==> src/emb_pkg.sv <==
`default_nettype none

package emb_pkg;

	// ****************************************************************
	// Register map and fields
	// ****************************************************************
	localparam logic [7:0] REG_CTRL       = 8'h00;
	localparam logic [7:0] REG_BP_ADDR    = 8'h04;
	localparam logic [7:0] REG_IRQ_STATUS = 8'h08;
	localparam logic [7:0] REG_IRQ_MASK   = 8'h0c;
	localparam logic [7:0] REG_BUS_STATE  = 8'h10;

	localparam int CTRL_EN_BIT    = 0;
	localparam int CTRL_PULSE_BIT = 1;
	localparam int CTRL_BREAK_BIT = 2;
	localparam int IRQ_BREAK_BIT  = 0;
	localparam int IRQ_DONE_BIT   = 1;
	localparam int IRQ_WIDTH      = 2;

	// ****************************************************************
	// Address ranges
	// ****************************************************************
	localparam logic [15:0] EXT_CODE_BASE = 16'h4000;
	localparam logic [15:0] INT_DATA_TOP  = 16'h3fff;

	// ****************************************************************
	// Timing
	// ****************************************************************
	localparam int CLOCK_PERIOD_PS   = 5000;
	localparam int EXT_ACCESS_NS     = 20;
	localparam int EXT_ACCESS_CYCLES =
		(EXT_ACCESS_NS * 1000 + CLOCK_PERIOD_PS - 1) / CLOCK_PERIOD_PS;
	localparam int BP_PULSE_CYCLES   = 8;
	localparam int CNT_WIDTH         = 4;

	// ****************************************************************
	// Types
	// ****************************************************************
	typedef enum logic [1:0] {PH_IDLE, PH_ACCESS, PH_DONE} emb_phase_t;

	typedef struct packed {
		logic        cyc;
		logic        stb;
		logic        we;
		logic [7:0]  adr;
		logic [3:0]  sel;
		logic [31:0] dat;
	} emb_wb_req_t;

	typedef struct packed {
		logic        ack;
		logic [31:0] dat;
	} emb_wb_rsp_t;

	typedef struct packed {
		logic        valid;
		logic        code;
		logic        write;
		logic [15:0] addr;
		logic [7:0]  wdata;
	} emb_core_req_t;

	typedef struct packed {
		logic       done;
		logic [7:0] rdata;
	} emb_core_rsp_t;

	typedef struct packed {
		logic [15:0] addr;
		logic [7:0]  data_out;
		logic        data_oe;
		logic        strobe_n;
		logic        bkpt;
	} emb_mem_out_t;

	typedef struct packed {
		emb_phase_t           phase;
		logic [CNT_WIDTH-1:0] wait_cnt;
		logic [CNT_WIDTH-1:0] pulse_cnt;
		logic                 sel_meta;
		logic                 code_sel;
		logic [7:0]           din_meta;
		logic [7:0]           din;
		logic                 wr;
		logic                 code;
		logic                 susp;
		logic [15:0]          addr;
		logic [7:0]           dout;
		logic                 oe;
		logic                 strobe_n;
		logic                 bkpt;
		logic [7:0]           rdata;
		logic                 bp_en;
		logic                 bp_pulse;
		logic                 brk;
		logic [15:0]          bp_addr;
		logic [IRQ_WIDTH-1:0] status;
		logic [IRQ_WIDTH-1:0] mask;
		logic                 irq;
		logic                 ack;
		logic [31:0]          rdat;
	} emb_state_t;

endpackage

`default_nettype wire

==> src/emb_bus.sv <==
`timescale 1ns/1ps
`default_nettype none

// Contract
// Data bus floats when no external cycle.
// Read cycles sample bus, write cycles drive.
// Only external accesses drive the data bus.
// Suspend drives every data line low.
// Strobe only for external code fetches.
// Select low: strobe for 0x4000 to 0xffff.
// Select high: strobe across whole range.
// Breakpoint high on enabled address match.
// Pulse mode: high exactly eight cycles.
// Latched mode: held until status written one; here held until one is written to the CTRL break bit.
// Address bus always driven, shows internal address.
// Reset: address low, float, strobe high.
module emb_bus #(
	parameter int ACCESS_CYCLES = emb_pkg::EXT_ACCESS_CYCLES,
	parameter int PULSE_CYCLES  = emb_pkg::BP_PULSE_CYCLES
) (
	input  wire logic                   clock,
	input  wire logic                   rst,
	input  wire emb_pkg::emb_wb_req_t   wb_req,
	output var  emb_pkg::emb_wb_rsp_t   wb_rsp,
	input  wire emb_pkg::emb_core_req_t core_req,
	output var  emb_pkg::emb_core_rsp_t core_rsp,
	input  wire logic                   suspend,
	input  wire logic                   external_code_select,
	input  wire logic [7:0]             data_line_in,
	output var  emb_pkg::emb_mem_out_t  mem,
	output logic                        irq
);

	// ****************************************************************
	// Parameter checks
	// ****************************************************************

	// The wait counter is four bits, and reads need the synchroniser lag.
	if (ACCESS_CYCLES < 3 || ACCESS_CYCLES > 15)
	begin : g_bad_access
		$error("ACCESS_CYCLES must lie between 3 and 15.");
	end
	if (PULSE_CYCLES < 1 || PULSE_CYCLES > 15)
	begin : g_bad_pulse
		$error("PULSE_CYCLES must lie between 1 and 15.");
	end

	localparam logic [3:0] ACCESS_LOAD = 4'(ACCESS_CYCLES - 1);
	localparam logic [3:0] PULSE_LOAD  = 4'(PULSE_CYCLES);

	// Reset leaves the strobe inactive and everything else low.
	localparam emb_pkg::emb_state_t RESET_STATE = '{
		phase:    emb_pkg::PH_IDLE,
		strobe_n: 1'b1,
		default:  '0
	};

	// ****************************************************************
	// State
	// ****************************************************************
	emb_pkg::emb_state_t s;
	emb_pkg::emb_state_t next_s;
	logic                bp_hit;
	logic                ext_access;
	logic                wb_req_on;
	logic                wb_write;
	logic                clear_brk;
	logic [31:0]         read_word;

	// Decides whether a request goes out to the external memory.
	function automatic logic is_external(
		input logic        code,
		input logic [15:0] addr,
		input logic        code_sel
	);
		if (code)
		begin
			is_external = code_sel || (addr >= emb_pkg::EXT_CODE_BASE);
		end
		else
		begin
			is_external = addr > emb_pkg::INT_DATA_TOP;
		end
	endfunction

	// ****************************************************************
	// Next state
	// ****************************************************************

	// Computes the whole next state of the block in one place.
	always_comb
	begin
		next_s = s;
		// The select and data pin inputs pass two flip-flops before use.
		next_s.sel_meta = external_code_select;
		next_s.code_sel = s.sel_meta;
		next_s.din_meta = data_line_in;
		next_s.din      = s.din_meta;
		next_s.susp     = suspend;
		ext_access = is_external(core_req.code, core_req.addr, s.code_sel);
		bp_hit = (s.phase == emb_pkg::PH_IDLE) && core_req.valid &&
			s.bp_en && (core_req.addr == s.bp_addr);

		// The register bus answers one cycle after a request.
		wb_req_on   = wb_req.cyc && wb_req.stb;
		next_s.ack  = wb_req_on && !s.ack;
		wb_write    = wb_req_on && s.ack && wb_req.we;
		clear_brk   = 1'b0;

		// Access sequencer towards the external memory.
		case (s.phase)
			emb_pkg::PH_IDLE:
			begin
				// The pins show the core address even for internal work.
				next_s.addr = core_req.addr;
				if (core_req.valid)
				begin
					next_s.wr   = core_req.write;
					next_s.code = core_req.code;
					if (ext_access)
					begin
						next_s.phase    = emb_pkg::PH_ACCESS;
						next_s.wait_cnt = ACCESS_LOAD;
						next_s.oe       = core_req.write;
						next_s.dout     = core_req.wdata;
						next_s.strobe_n = !core_req.code;
					end
					else
					begin
						// Internal work leaves the data pins alone.
						next_s.phase = emb_pkg::PH_DONE;
						next_s.rdata = 8'h00;
					end
				end
			end
			emb_pkg::PH_ACCESS:
			begin
				if (s.wait_cnt == 4'h0)
				begin
					next_s.phase    = emb_pkg::PH_DONE;
					next_s.oe       = 1'b0;
					next_s.strobe_n = 1'b1;
					next_s.rdata    = s.wr ? 8'h00 : s.din;
				end
				else
				begin
					next_s.wait_cnt = s.wait_cnt - 4'h1;
				end
			end
			emb_pkg::PH_DONE:
			begin
				next_s.phase = emb_pkg::PH_IDLE;
			end
			default:
			begin
				next_s.phase    = emb_pkg::PH_IDLE;
				next_s.oe       = 1'b0;
				next_s.strobe_n = 1'b1;
			end
		endcase

		// Register writes take effect on the edge that sees ack.
		if (wb_write)
		begin
			case (wb_req.adr)
				emb_pkg::REG_CTRL:
				begin
					if (wb_req.sel[0])
					begin
						next_s.bp_en    = wb_req.dat[emb_pkg::CTRL_EN_BIT];
						next_s.bp_pulse = wb_req.dat[emb_pkg::CTRL_PULSE_BIT];
						clear_brk = wb_req.dat[emb_pkg::CTRL_BREAK_BIT];
					end
				end
				emb_pkg::REG_BP_ADDR:
				begin
					if (wb_req.sel[0])
					begin
						next_s.bp_addr[7:0] = wb_req.dat[7:0];
					end
					if (wb_req.sel[1])
					begin
						next_s.bp_addr[15:8] = wb_req.dat[15:8];
					end
				end
				emb_pkg::REG_IRQ_STATUS:
				begin
					if (wb_req.sel[0])
					begin
						next_s.status = next_s.status &
							~wb_req.dat[emb_pkg::IRQ_WIDTH-1:0];
					end
				end
				emb_pkg::REG_IRQ_MASK:
				begin
					if (wb_req.sel[0])
					begin
						next_s.mask = wb_req.dat[emb_pkg::IRQ_WIDTH-1:0];
					end
				end
				default:
				begin
					next_s.mask = next_s.mask;
				end
			endcase
		end

		// Writing one to the break bit clears the held breakpoint.
		if (clear_brk)
		begin
			next_s.brk = 1'b0;
		end

		// The access-done event sets its status bit after any clear, so the set wins.
		if (s.phase == emb_pkg::PH_ACCESS && s.wait_cnt == 4'h0)
		begin
			next_s.status[emb_pkg::IRQ_DONE_BIT] = 1'b1;
		end

		// Breakpoint: a new match wins over a clear in the same cycle.
		if (bp_hit)
		begin
			next_s.status[emb_pkg::IRQ_BREAK_BIT] = 1'b1;
			if (s.bp_pulse)
			begin
				next_s.pulse_cnt = PULSE_LOAD;
			end
			else
			begin
				next_s.brk = 1'b1;
			end
		end
		else if (s.pulse_cnt != 4'h0)
		begin
			next_s.pulse_cnt = s.pulse_cnt - 4'h1;
		end
		next_s.bkpt = (next_s.pulse_cnt != 4'h0) || next_s.brk;

		// Suspend drives the data pins low; on leaving it only a write cycle keeps them driven.
		if (suspend)
		begin
			next_s.oe   = 1'b1;
			next_s.dout = 8'h00;
		end
		else if (s.susp)
		begin
			next_s.oe = (next_s.phase == emb_pkg::PH_ACCESS) && next_s.wr;
		end

		next_s.irq = |(next_s.status & next_s.mask);

		// Read data for the register bus, captured with ack.
		read_word = 32'h0000_0000;
		case (wb_req.adr)
			emb_pkg::REG_CTRL:
			begin
				read_word[emb_pkg::CTRL_EN_BIT]    = s.bp_en;
				read_word[emb_pkg::CTRL_PULSE_BIT] = s.bp_pulse;
				read_word[emb_pkg::CTRL_BREAK_BIT] = s.brk;
			end
			emb_pkg::REG_BP_ADDR:
			begin
				read_word[15:0] = s.bp_addr;
			end
			emb_pkg::REG_IRQ_STATUS:
			begin
				read_word[emb_pkg::IRQ_WIDTH-1:0] = s.status;
			end
			emb_pkg::REG_IRQ_MASK:
			begin
				read_word[emb_pkg::IRQ_WIDTH-1:0] = s.mask;
			end
			emb_pkg::REG_BUS_STATE:
			begin
				read_word[0] = s.code_sel;
				read_word[1] = s.phase != emb_pkg::PH_IDLE;
				read_word[2] = s.bkpt;
				read_word[3] = s.susp;
			end
			default:
			begin
				read_word = 32'h0000_0000;
			end
		endcase
		if (wb_req_on && !s.ack)
		begin
			next_s.rdat = read_word;
		end
	end

	// ****************************************************************
	// Registers and outputs
	// ****************************************************************

	// Registers the whole state on every edge.
	always_ff @(posedge clock or posedge rst)
	begin
		if (rst)
		begin
			s <= RESET_STATE;
		end
		else
		begin
			s <= next_s;
		end
	end

	// Drives the ports from the state.
	assign wb_rsp.ack     = s.ack;
	assign wb_rsp.dat     = s.rdat;
	assign core_rsp.done  = s.phase == emb_pkg::PH_DONE;
	assign core_rsp.rdata = s.rdata;
	assign mem.addr       = s.addr;
	assign mem.data_out   = s.dout;
	assign mem.data_oe    = s.oe;
	assign mem.strobe_n   = s.strobe_n;
	assign mem.bkpt       = s.bkpt;
	assign irq            = s.irq;
endmodule

`default_nettype wire

==> config.mk <==
export PLATFORM = sky130hd
export DESIGN_NAME = emb_bus
export DESIGN_NICKNAME = d
export VERILOG_FILES = /design/src/emb_pkg.sv /design/src/emb_bus.sv
export SDC_FILE = /design/constraint.sdc
export NUM_CORES = 1
export LEC_CHECK = 0
export ABC_AREA = 1
export BUFFER_PORTS_ARGS = -buffer_cell sky130_fd_sc_hd__buf_2
export CORE_MARGIN = 1.5
export CORE_UTILIZATION = 56
export CTS_CLUSTER_SIZE = 20
export DETAILED_ROUTE_END_ITERATION = 8
export PLACE_DENSITY = 0.86
export SYNTH_ARGS = -nofsm -noshare
export SYNTH_HDL_FRONTEND = slang
export SYNTH_SLANG_ARGS = --single-unit
==> constraint.sdc <==
create_clock -name clock -period 6.2 [get_ports clock]
set_clock_uncertainty 0.05 [all_clocks]
set_input_delay 0.93 -clock clock [delete_from_list [all_inputs] [get_ports clock]]
set_output_delay 0.93 -clock clock [all_outputs]
set_load 0.03 [all_outputs]
==> qor.yml, run 1 <==
status:
  status: "completed"
clock_tree:
  number_of_cells_upsized_or_downsized_after_cts: 0
  cts-buffers-inserted: 9
  ctsHoldBuffers: 0
  cts.sink_count: 106
  post_cts_buffers: 0
  ctsHtreeMaxLevel: 3
  worst_skew_pair.late_latency_ps: 360
  tritoncts_clock_tree: "done"
  ctsLongestPathBuffers: 2
  clk_pin_slew_worst_paths_ps: 100
  clock-root-buffer: "sky130_fd_sc_hd__clkbuf_8"
timing:
  fin_crit_ps: 2320
  max_slew_margin: 0.478
  setup_total_negative_slack_ps: 0
  final_hold_vio_count: 0
  final_min_period_over_clock_period: 0.374
  setup_violations: 0
  max_freq_mhz: 431
  rsz0062_at_grt: "no"
  worst-slew-pin-transition_ps: 778
  final-max-slew-violation-count: 0
synth:
  mappedNetlistArea_sq_um: 5240
  synth_largest_type_area_fraction: 0.502
  yosys.area_share.xor_xnor: 0.00502
  cells_after_synth: 597
  yosys_warnings: 0
  synth_area_leader_cell: "sky130_fd_sc_hd__dfrtp_1"
  ys_seq_area_frac: 0.507
  fraction_of_the_mapped_netlist_area_in_compound_gates: 0.0808
  muxShareOfSynthArea: 0.0272
  postSynth.topFlopCell: "sky130_fd_sc_hd__dfrtp_1"
  avgSynthCellArea_sq_um: 8.77
  synth-seq-cells: 106
  synth_simple_gate_area_frac: 0.214
  synth.area.top_cells: "sky130_fd_sc_hd__dfrtp_1 (50%), sky130_fd_sc_hd__nand2_1 (10%), sky130_fd_sc_hd__buf_4 (9.8%)"
  post-synth-top-count-cell: "sky130_fd_sc_hd__nand2_1"
  async_reset_ff_frac: 1.00
  combinational_family_with_the_most_area_after_synthesis: "simple AND/OR/NAND/NOR gates"
  edff_count_synth: 0
  adder_cell_area_share_of_the_yosys_netlist: 0.00717
  synth.top_cells.by_count: "sky130_fd_sc_hd__nand2_1 (141), sky130_fd_sc_hd__dfrtp_1 (105), sky130_fd_sc_hd__buf_4 (68)"
  yosysUniqueCellTypes: 35
cells_and_area:
  diodes: 0
  filler_free_cell_count_of_the_finished_design: 784
  layout-area-overhead-vs-synth_pct: 9.08
  layout_cell_share_with_drive_strength_beyond_1: 0.254
  final_core_utilization: 0.624
  finalNetCount: 757
  num-fill-cells: 796
floorplanning:
  initial_core_util: 0.572
  die_h_um: 99.7
  floorplan.die.width_um: 99.7
  i_o_pins: 156
  fp.dieArea_sq_um: 9940
  rows: 35
  core-area_sq_um: 9150
critical_path:
  critPathRequiredTime_ps: 6400
  crit_fanout: 27
  critical_path.slowest_cell: "sky130_fd_sc_hd__clkinv_1"
  crit_chain: "buf_2 > nand2_1 > nor2_4 > clkinv_1 > o31ai_1"
  startpoint: "wb_req[46]"
  path_class: "in2reg"
  startpoint_type: "input pin"
  timing.critical_path.arrival_ps: 2520
  crit_reg_reg_startpoint: "wb_rsp[32]$_DFF_PP0_"
  worst_path_largest_cell_delay_ps: 670
  crit_path_end_kind: "register"
placement:
  final_hpwl_dp_um: 8020
  port_buffers: 121
  dpl_cells: 768
  routabilityCongestion: 0.913
worst_hold_path:
  worst_hold_path_type: "reg2reg"
  holdCritStartpoint: "next_s[98]$_DFF_PP0_"
power_and_ir_drop:
  p_comb_frac: 0.362
  switch_share: 0.405
  worst_ir_drop_vdd_mv: 0.218
  power.net_switching_mw: 0.874
  seq_power_share: 0.422
  share_clk_of_total_power: 0.216
  p_int_mw: 1.29
  power_leakage_nw: 3.13
  power.density_cell_area_nw_per_um2: 378
grt:
  first_global_vias: 3948
  grt_pass1_wl_um: 17700
  globalRouteOverflowTotal: 0
  pin_count_of_the_biggest_net_entering_global_routing: 62
  grt_use_total: 0.224
  antenna_found_initial: 1
drt:
  detailedRoute.firstPassIterationCount: 4
  post_drt_wl_per_cell_um: 13.6
  routed_wirelength_um: 10600
  remaining_drc_errors: 0
  antenna_violating_nets_post_route: 0
  routed-via-count: 3985
  drt_iter0_markers: 150
  vias_per_cell: 5.08
flow_run:
  max_cap_viol_count: 0
==> cells in the final DEF, fill, tap and decap left out, types with 3 or more instances in the layout <==
master	n
sky130_fd_sc_hd__nand4_1	9
sky130_fd_sc_hd__buf_2	121
sky130_fd_sc_hd__ha_1	3
sky130_fd_sc_hd__o31ai_1	12
sky130_fd_sc_hd__nor2_1	47
sky130_fd_sc_hd__o22ai_1	10
sky130_fd_sc_hd__conb_1	16
sky130_fd_sc_hd__clkbuf_8	9
sky130_fd_sc_hd__nand2_2	4
sky130_fd_sc_hd__xor2_1	3
sky130_fd_sc_hd__a21oi_1	12
sky130_fd_sc_hd__nand3_1	32
sky130_fd_sc_hd__inv_1	63
sky130_fd_sc_hd__dfrtp_1	105
sky130_fd_sc_hd__mux2_4	8
sky130_fd_sc_hd__inv_2	7
sky130_fd_sc_hd__nor3_1	3
sky130_fd_sc_hd__nand2_1	141
sky130_fd_sc_hd__o21ai_1	4
sky130_fd_sc_hd__o21ai_0	35
sky130_fd_sc_hd__nor2_4	3
==> worst max-delay path: cells and delay by family <==
kind | cells | cell delay (ps)
compound gates | 1 | 530
buf+inv | 2 | 740
simple gates | 2 | 320
==> flip-flops by register name, summed over array words and instances, names as in the netlist <==
signal,count
wb_rsp,17
next_s,9
core_rsp,8
mem,27
irq,1
s,44
==> area by class of cell <==
cell class / count / area [sq um] / share of cell area
clock inverters: 6 / 90.1 / 0.0158
inverters: 73 / 277 / 0.0484
multi-input cells: 356 / 1810 / 0.317
flip-flops and latches: 106 / 2650 / 0.465
repair buffers: 122 / 613 / 0.107
clock buffers: 10 / 128 / 0.0223
well taps: 111 / 139 / 0.0243
==> power groups by stage <==
stage          logic, mW  clock network [mW]  registers [mW]
6_report           0.783               0.467           0.911
5_1_grt            0.869               0.501           0.928
4_1_cts            0.789               0.474           0.912
3_5_place_dp       0.787                   0           0.925
3_3_place_gp       0.759                   0           0.919
2_1_floorplan      0.720                   0           0.907
==> per-stage QoR <==
stage | cell area, sq um | hold WS (ps) | setup WS [ps] | power (mW)
2_1_floorplan | 5290 | 281 | 2430 | 1.63
5_1_grt | 5710 | 310 | 3720 | 2.30
3_3_place_gp | 5490 | 282 | 3610 | 1.68
4_1_cts | 5710 | 308 | 3900 | 2.18
3_5_place_dp | 5490 | 287 | 3530 | 1.71
6_report | 5710 | 306 | 3880 | 2.16
==> worst paths after layout <==
kind | slack, ps | cells past startpoint | to
setup / recovery | 3880 | 5 | wb_rsp[14]$_DFFE_PP0P_
hold / removal | 310 | 0 | s[98]$_DFF_PP0_
setup reg to reg | 4180 | 3 | wb_rsp[14]$_DFFE_PP0P_
hold reg to reg | 310 | 0 | s[98]$_DFF_PP0_
max in group asynchronous | 4370 | 3 | mem[19]$_DFFE_PP0P_
min in group asynchronous | 570 | 2 | core_rsp[5]$_DFFE_PP0P_
==> routing by layer <==
metal	up-vias	GRT usage	wire length, um
li1	1956	-	-
met1	1874	0.299	4840
met2	142	0.382	5140
met3	11	0.0513	577
met4	2	0.0336	54
met5	-	0	12
==> cell families after synthesis <==
logic type	Yosys count
adders and majority gates	3
AOI/OAI and AO/OA	75
DFF	106
other	1
muxes	10
xor gates and xnor gates	3
buffers and inverters	150
and+or+nand+nor	249
Power figures use the tool's default switching activity.
==> inputs of run 2 (changes only) <==
CORE_UTILIZATION = 47   (was 56)
PLACE_DENSITY = 0.77   (was 0.86)
clock period = 2.11 ns   (was 6.2 ns; I/O delays follow)
==> run 2 against run 1 <==
Compared with the run above:
- wire length rose by 4.3%
- critical path type is now reg2reg
- critical path depth rose by 6
- final cell count rose by 5.2%
- combinational power rose to 3.0 times the previous value
- cell area rose by 3.1%
- first-iteration DRC count rose by 43%
- clock power rose to 3.1 times the previous value
- flip-flop and latch count did not move
==> qor.yml, run 2 (synthesis results as in run 1) <==
drt:
  routed-via-count: 4013  # +0.70%
  vias_per_cell: 4.86  # -4.3%
  antenna_violating_nets_post_route: 0  # unchanged
  topRoutingLayerUsed: "met5"
  drt_iter0_markers: 214  # +43%
  wire_length_on_met2_um: 5260  # +2.2%
  routed_wirelength_um: 11100  # +4.3%
  remaining_drc_errors: 0  # unchanged
  m1WireLength_um: 4930  # +1.9%
  wl_met3_um: 757  # +31%
  detailedRoute.firstPassIterationCount: 5  # +1
  post_drt_wl_per_cell_um: 13.4  # -0.86%
grt:
  globalRouteOverflowTotal: 0  # unchanged
  grt_use_total: 0.199  # -0.0250
  antenna_found_initial: 1  # unchanged
  first_global_vias: 4026  # +2.0%
  grt_pass1_wl_um: 18300  # +3.3%
  pin_count_of_the_biggest_net_entering_global_routing: 107  # +73%
floorplanning:
  i_o_pins: 156  # unchanged
  die_h_um: 109  # +8.9%
  initial_core_util: 0.483  # -0.0891
  rows: 38  # +8.6%
  core-area_sq_um: 10800  # +18%
  fp.dieArea_sq_um: 11800  # +19%
  floorplan.die.width_um: 109  # +8.9%
critical_path:
  startpoint_type: "register"
  crit_fanout: 5  # -81%
  critPathRequiredTime_ps: 2320  # -4080 ps
  path_class: "reg2reg"
  crit_path_end_kind: "register"
  worst-r2r-cell-count: 11  # +8
  timing.critical_path.arrival_ps: 2000  # -520 ps
placement:
  dpl_cells: 800  # +4.2%
  routabilityCongestion: 0.852  # -6.6%
  final_hpwl_dp_um: 8170  # +1.9%
  place_ws_ps: 343  # -3190 ps
  port_buffers: 121  # unchanged
timing:
  rsz0062_at_grt: "no"
  final_hold_vio_count: 0  # unchanged
  final-max-slew-violation-count: 0  # unchanged
  final_min_period_over_clock_period: 0.846
  setup_violations: 0  # unchanged
  setup_total_negative_slack_ps: 0  # unchanged
  fin_crit_ps: 1780
  max_freq_mhz: 560
  max_slew_margin: 0.611  # +0.133
  worst-slew-pin-transition_ps: 583  # -195 ps
  final_critical_path_setup_slack_ps: 325  # -3560 ps
clock_tree:
  cts.sink_count: 106  # unchanged
  ctsLongestPathBuffers: 2  # unchanged
  ctsHtreeMaxLevel: 3  # unchanged
  clk_pin_slew_worst_paths_ps: 110  # about the same
  number_of_cells_upsized_or_downsized_after_cts: 0  # unchanged
  cts-buffers-inserted: 9  # unchanged
  worst_skew_pair.late_latency_ps: 370  # about the same
  clock-root-buffer: "sky130_fd_sc_hd__clkbuf_8"
  tritoncts_clock_tree: "done"
flow_run:
  max_cap_viol_count: 0  # unchanged
power_and_ir_drop:
  power_leakage_nw: 3.19  # +1.9%
  power.density_cell_area_nw_per_um2: 1100  # +190%
  p_int_mw: 3.83  # +200%
  power.net_switching_mw: 2.64  # +200%
  worst_ir_drop_vdd_mv: 0.658  # +200%
  share_clk_of_total_power: 0.222  # +0.006
  switch_share: 0.408  # +0.00354
  seq_power_share: 0.414  # -0.008
  p_comb_frac: 0.364  # +0.002
worst_hold_path:
  worst_hold_path_type: "in2async"
cells_and_area:
  max_ffs_per_register: 44  # unchanged
  filler_free_cell_count_of_the_finished_design: 825  # +5.2%
  layout_cell_share_with_drive_strength_beyond_1: 0.255  # +0.00139
  final_common_cell: "sky130_fd_sc_hd__nand2_1"
  regMostFlops: "s"
  diodes: 0  # unchanged
  layout-area-overhead-vs-synth_pct: 12.5
  finalNetCount: 769  # +1.6%
  final_cell_mix: "sky130_fd_sc_hd__nand2_1 (141), sky130_fd_sc_hd__buf_2 (121), sky130_fd_sc_hd__dfrtp_1 (105), sky130_fd_sc_hd__inv_1 (63), sky130_fd_sc_hd__nor2_1 (47)"
status:
  status: "completed"
-- run 2: cell types whose count changed in the layout (fill, tap and decap cells not counted) --
cell	previous run	this run
sky130_fd_sc_hd__inv_4	1	0
sky130_fd_sc_hd__inv_6	1	2
sky130_fd_sc_hd__clkinvlp_4	1	2
sky130_fd_sc_hd__clkinv_4	1	0
sky130_fd_sc_hd__buf_12	0	1
sky130_fd_sc_hd__dlygate4sd3_1	0	9
sky130_fd_sc_hd__inv_8	0	2
sky130_fd_sc_hd__clkbuf_1	1	0
sky130_fd_sc_hd__clkinv_2	1	0
sky130_fd_sc_hd__buf_4	1	3
-- run 2: layout make-up --
| type | count | area (sq um) |
|---|---|---|
| fillers | 1007 | 4950 |
| flip-flops and latches | 106 | 2650 |
| multi-input cells | 356 | 1810 |
| repair buffers | 134 | 738 |
| inverters | 73 | 278 |
| well taps | 140 | 175 |
| clock buffers | 9 | 124 |
| clock inverters | 7 | 108 |
-- run 2: worst paths after layout --
kind / startpoint / end / slack [ps]
max: s[39]$_DFFE_PP0P_ / mem[0]$_DFF_PP0_ / 330
min: rst / wb_rsp[32]$_DFF_PP0_ / 6
max reg2reg: s[39]$_DFFE_PP0P_ / mem[0]$_DFF_PP0_ / 330
min reg2reg: next_s[97]$_DFF_PP0_ / s[97]$_DFF_PP0_ / 310
max in group asynchronous: rst / wb_rsp[11]$_DFFE_PP0P_ / 1520
min in group clock: suspend / s[92]$_DFF_PP0_ / 30
-- run 2: through the flow --
step / power (mW) / cell area (sq um) / hold WS [ps] / util
after floorplan: 4.78 / 5300 / 281 / -
after global placement: 4.95 / 5570 / 281 / 0.513
after detailed placement: 5.05 / 5570 / 286 / 0.513
after CTS: 6.52 / 5890 / 11.7 / 0.543
after global routing: 6.90 / 5890 / 10.0 / 0.543
final: 6.46 / 5890 / 5.68 / 0.543
-- run 2: layer usage --
layer  GRT usage  up-vias
li1            -     1978
met1       0.252     1880
met2       0.344      139
met3      0.0428       14
met4      0.0517        2
met5           0        -
-- run 2: power by group through the flow --
stage	Clock (mW)	Combinational [mW]	Sequential, mW
final	1.44	2.35	2.68
after global routing	1.54	2.63	2.73
after CTS	1.47	2.36	2.68
after detailed placement	0	2.33	2.72
after global placement	0	2.25	2.70
after floorplan	0	2.11	2.67
-- run 2: critical path, stage by stage, from the launching register on --
cell                      delay (ps)
sky130_fd_sc_hd__dfrtp_1         390
sky130_fd_sc_hd__inv_1            90
sky130_fd_sc_hd__nand2_1          90
sky130_fd_sc_hd__nand2_1          60
sky130_fd_sc_hd__nor2_1          100
sky130_fd_sc_hd__nand2_1          70
sky130_fd_sc_hd__nor2_1          200
sky130_fd_sc_hd__nand3_1         250
sky130_fd_sc_hd__nand2_1         120
sky130_fd_sc_hd__nand2_1          80
sky130_fd_sc_hd__nor2_1          120
sky130_fd_sc_hd__nand2_1          70
-- run 2: timing repair --
item                      CTS  global route
hold buffers                9             0
hold endpoints to repair    9             0
buffers inserted            0             0
==> inputs of run 3 (changes only) <==
ABC_AREA = 0   (was 1)
CORE_UTILIZATION = 51   (was 47)
PLACE_DENSITY = 0.8   (was 0.77)
clock period = 1.71 ns   (was 2.11 ns; I/O delays follow)
==> run 3 against run 2 <==
Compared with the run above:
- the flow now finishes with violations (negative setup slack)
- synthesized area fell by 5.0%
- flip-flop and latch count unchanged
- worst setup slack lost 490 ps
- via count fell by 7.4%
- non-clock buffer count rose by 51
- core utilization is 14 points higher
- maximum frequency down 5.0%
- largest power group is now combinational logic
- combinational power increased by 51%
- synthesized cell count decreased by 26%
==> qor.yml, run 3 <==
status:
  status: "finished, violations left"
  violations_in_the_final_reports: "negative setup slack"
critical_path:
  startpoint_type: "register"
  worst-r2r-cell-count: 6  # -5
  crit_fanout: 5  # unchanged
  path_class: "reg2reg"
  crit_path_end_kind: "register"
  critPathRequiredTime_ps: 1950  # -370 ps
  timing.critical_path.arrival_ps: 2120  # +120 ps
  crit_reg_reg_startpoint: "s[46]$_DFFE_PP0P_"
  worst-r2r-setup-slack_ps: -170  # -490 ps
  r2r_end: "s[115]$_DFF_PP0_"
worst_hold_path:
  worstHoldEndpoint: "s[50]$_DFFE_PP0P_"
  worst_hold_path_type: "in2reg"
  holdCritStartpoint: "wb_req[12]"
  worst_hold_path.num_cells: 2
drt:
  remaining_drc_errors: 0  # unchanged
  detailedRoute.firstPassIterationCount: 6  # +1
  post_drt_wl_per_cell_um: 16.8  # +25%
  antenna_violating_nets_post_route: 0  # unchanged
  drt_iter0_markers: 190  # -11%
  vias_per_cell: 5.26  # +8.2%
  routed-via-count: 3717  # -7.4%
  routed_wirelength_um: 11800  # +6.8%
clock_tree:
  worst_skew_pair.late_latency_ps: 390  # +20 ps
  ctsHtreeMaxLevel: 3  # unchanged
  clock-root-buffer: "sky130_fd_sc_hd__clkbuf_8"
  cts-buffers-inserted: 9  # unchanged
  tritoncts_clock_tree: "done"
  ctsLongestPathBuffers: 2  # unchanged
  cts.sink_count: 106  # unchanged
  clk_pin_slew_worst_paths_ps: 110  # about the same
floorplanning:
  die_h_um: 102  # -6.3%
  i_o_pins: 156  # unchanged
  fp.dieArea_sq_um: 10400  # -12%
  core-area_sq_um: 9330  # -14%
  initial_core_util: 0.533  # +0.0503
  floorplan.die.width_um: 102  # -6.3%
  rows: 35  # -7.9%
timing:
  max_freq_mhz: 532  # -5.0%
  setup_violations: 24  # +24
  final_hold_vio_count: 0  # unchanged
  rsz0062_at_grt: "yes"
  final-max-slew-violation-count: 0  # unchanged
  final_min_period_over_clock_period: 1.10  # +0.253
  hold_slack_ps: 38.8  # +33.1 ps
  final_critical_path_setup_slack_ps: -169  # -495 ps
  setup_total_negative_slack_ps: -1290  # -1290 ps
  fin_crit_ps: 1880  # +94.9 ps
power_and_ir_drop:
  power.net_switching_mw: 3.34  # +27%
  seq_power_share: 0.391  # -0.023
  p_comb_frac: 0.428  # +0.064
  worst_ir_drop_vdd_mv: 0.999  # +52%
  share_clk_of_total_power: 0.181  # -0.041
  p_int_mw: 4.96  # +30%
  switch_share: 0.402  # -0.00583
  power_leakage_nw: 3.20  # +0.43%
  totalPowerFinal_mw: 8.30  # +28%
  power.density_cell_area_nw_per_um2: 1310  # +19%
cells_and_area:
  final_cell_mix: "sky130_fd_sc_hd__buf_2 (118), sky130_fd_sc_hd__dfrtp_1 (105), sky130_fd_sc_hd__buf_4 (48), sky130_fd_sc_hd__nand2_1 (37), sky130_fd_sc_hd__mux2_2 (26)"
  multi_input_comb_area_sq_um: 2080  # +15%
  num-fill-cells: 671  # -33%
  layout.area.seq_sq_um: 2650  # unchanged
  regMostFlops: "s"
  final_core_utilization: 0.681  # +0.138
  filler_free_cell_count_of_the_finished_design: 706  # -14%
  max_ffs_per_register: 44  # unchanged
  finalNetCount: 661  # -14%
  layout_cell_share_with_drive_strength_beyond_1: 0.496  # +0.240
  layout-area-overhead-vs-synth_pct: 27.6
  diodes: 0  # unchanged
  final_area_sq_um: 6350  # +7.8%
  final_common_cell: "sky130_fd_sc_hd__buf_2"
synth:
  post-synth-top-count-cell: "sky130_fd_sc_hd__dfrtp_1"
  avgSynthCellArea_sq_um: 11.3  # +29%
  synth_area_leader_cell: "sky130_fd_sc_hd__dfrtp_1"
  edff_count_synth: 0  # unchanged
  synth-seq-cells: 106  # unchanged
  cells_after_synth: 440  # -26%
  yosys_warnings: 0  # unchanged
  async_reset_ff_frac: 1.00  # unchanged
  mappedNetlistArea_sq_um: 4970  # -5.0%
  postSynth.topFlopCell: "sky130_fd_sc_hd__dfrtp_1"
  yosysUniqueCellTypes: 56  # +60%
  synth.area.top_cells: "sky130_fd_sc_hd__dfrtp_1 (53%), sky130_fd_sc_hd__buf_4 (10%), sky130_fd_sc_hd__mux2_2 (7.9%)"
  synth.top_cells.by_count: "sky130_fd_sc_hd__dfrtp_1 (105), sky130_fd_sc_hd__buf_4 (69), sky130_fd_sc_hd__nand2_1 (40)"
  ys_seq_area_frac: 0.534  # +0.0267
  synth_largest_type_area_fraction: 0.528  # +0.0264
grt:
  first_global_vias: 3717  # -7.7%
  grt_pass1_wl_um: 18600  # +1.9%
  antenna_found_initial: 0  # -1
  grt_use_total: 0.237  # +0.0383
  globalRouteOverflowTotal: 0  # unchanged
  pin_count_of_the_biggest_net_entering_global_routing: 56  # -48%
placement:
  port_buffers: 121  # unchanged
  dpl_cells: 669  # -16%
  final_hpwl_dp_um: 8040  # -1.6%
  placement.cell_area_sq_um: 5720  # +2.7%
  place_ws_ps: -454  # -798 ps
  routabilityCongestion: 0.887  # +4.0%
flow_run:
  max_cap_viol_count: 0  # unchanged
[run 3: cell type report]
class	instances	share of cell area
clock inverter	7	0.0114
clock buffer	9	0.0195
inverter	14	0.00887
sequential	106	0.418
timing repair buffer	185	0.188
multi-input combinational	256	0.328
tap	129	0.0254
[run 3: kinds of logic (layout without fill, tap and decap cells)]
logic type | Yosys count | count (layout) | synth area share
AND/OR/NAND/NOR | 107 | 108 | 0.109
XOR/XNOR | 17 | 17 | 0.0299
other | 1 | 16 | 0.000754
AO/OA/AOI/OAI | 69 | 70 | 0.0948
buffers and inverters | 95 | 215 | 0.125
adder cells (fa/ha/maj) | 3 | 3 | 0.00755
multiplexers | 42 | 42 | 0.0994
flip-flops | 106 | 106 | 0.534
[run 3: worst max-delay path by stage]
stage / cells after the start / from / end
finish: 6 / s[46]$_DFFE_PP0P_ / s[115]$_DFF_PP0_
global route: 5 / s[121]$_DFF_PP0_ / s[115]$_DFF_PP0_
CTS: 5 / s[121]$_DFF_PP0_ / s[115]$_DFF_PP0_
detailed placement: 7 / wb_req[42] / s[46]$_DFFE_PP0P_
floorplan: 5 / wb_req[42] / irq$_DFF_PP0_
global placement: 7 / wb_req[42] / s[46]$_DFFE_PP0P_
[run 3: per-layer routing]
metal / share of wire / vias to the layer above / track usage
met3: 0.058 / 21 / 0.0587
met4: 0.022 / 0 / 0.0684
met2: 0.51 / 133 / 0.395
met5: 0 / - / 0
met1: 0.41 / 1853 / 0.309
li1: - / 1710 / -
[run 3: timing repair]
| item | CTS | global route |
|---|---|---|
| resized for setup | 25 | 31 |
| gates cloned | 2 | 0 |
| setup buffers | 5 | 6 |
| hold endpoints to repair | 18 | 0 |
| pin swaps | 16 | 14 |
| endpoints found under the setup margin | 35 | 49 |
| hold buffers | 10 | 0 |
[run 3: power by group through the flow]
stage / registers [mW] / logic (mW) / clock network, mW
after floorplan: 3.21 / 2.77 / 0
after global placement: 3.24 / 3.11 / 0
after detailed placement: 3.27 / 3.22 / 0
after CTS: 3.24 / 3.36 / 1.54
after global routing: 3.30 / 3.81 / 1.65
final: 3.25 / 3.55 / 1.50
[run 3: worst max-delay path, cell delays in order, from the launching register on]
cell,delay [ps]
sky130_fd_sc_hd__dfrtp_1,410
sky130_fd_sc_hd__xor2_1,160
sky130_fd_sc_hd__nor4_2,360
sky130_fd_sc_hd__buf_4,180
sky130_fd_sc_hd__and3_4,250
sky130_fd_sc_hd__nand2_8,80
sky130_fd_sc_hd__o311ai_4,280
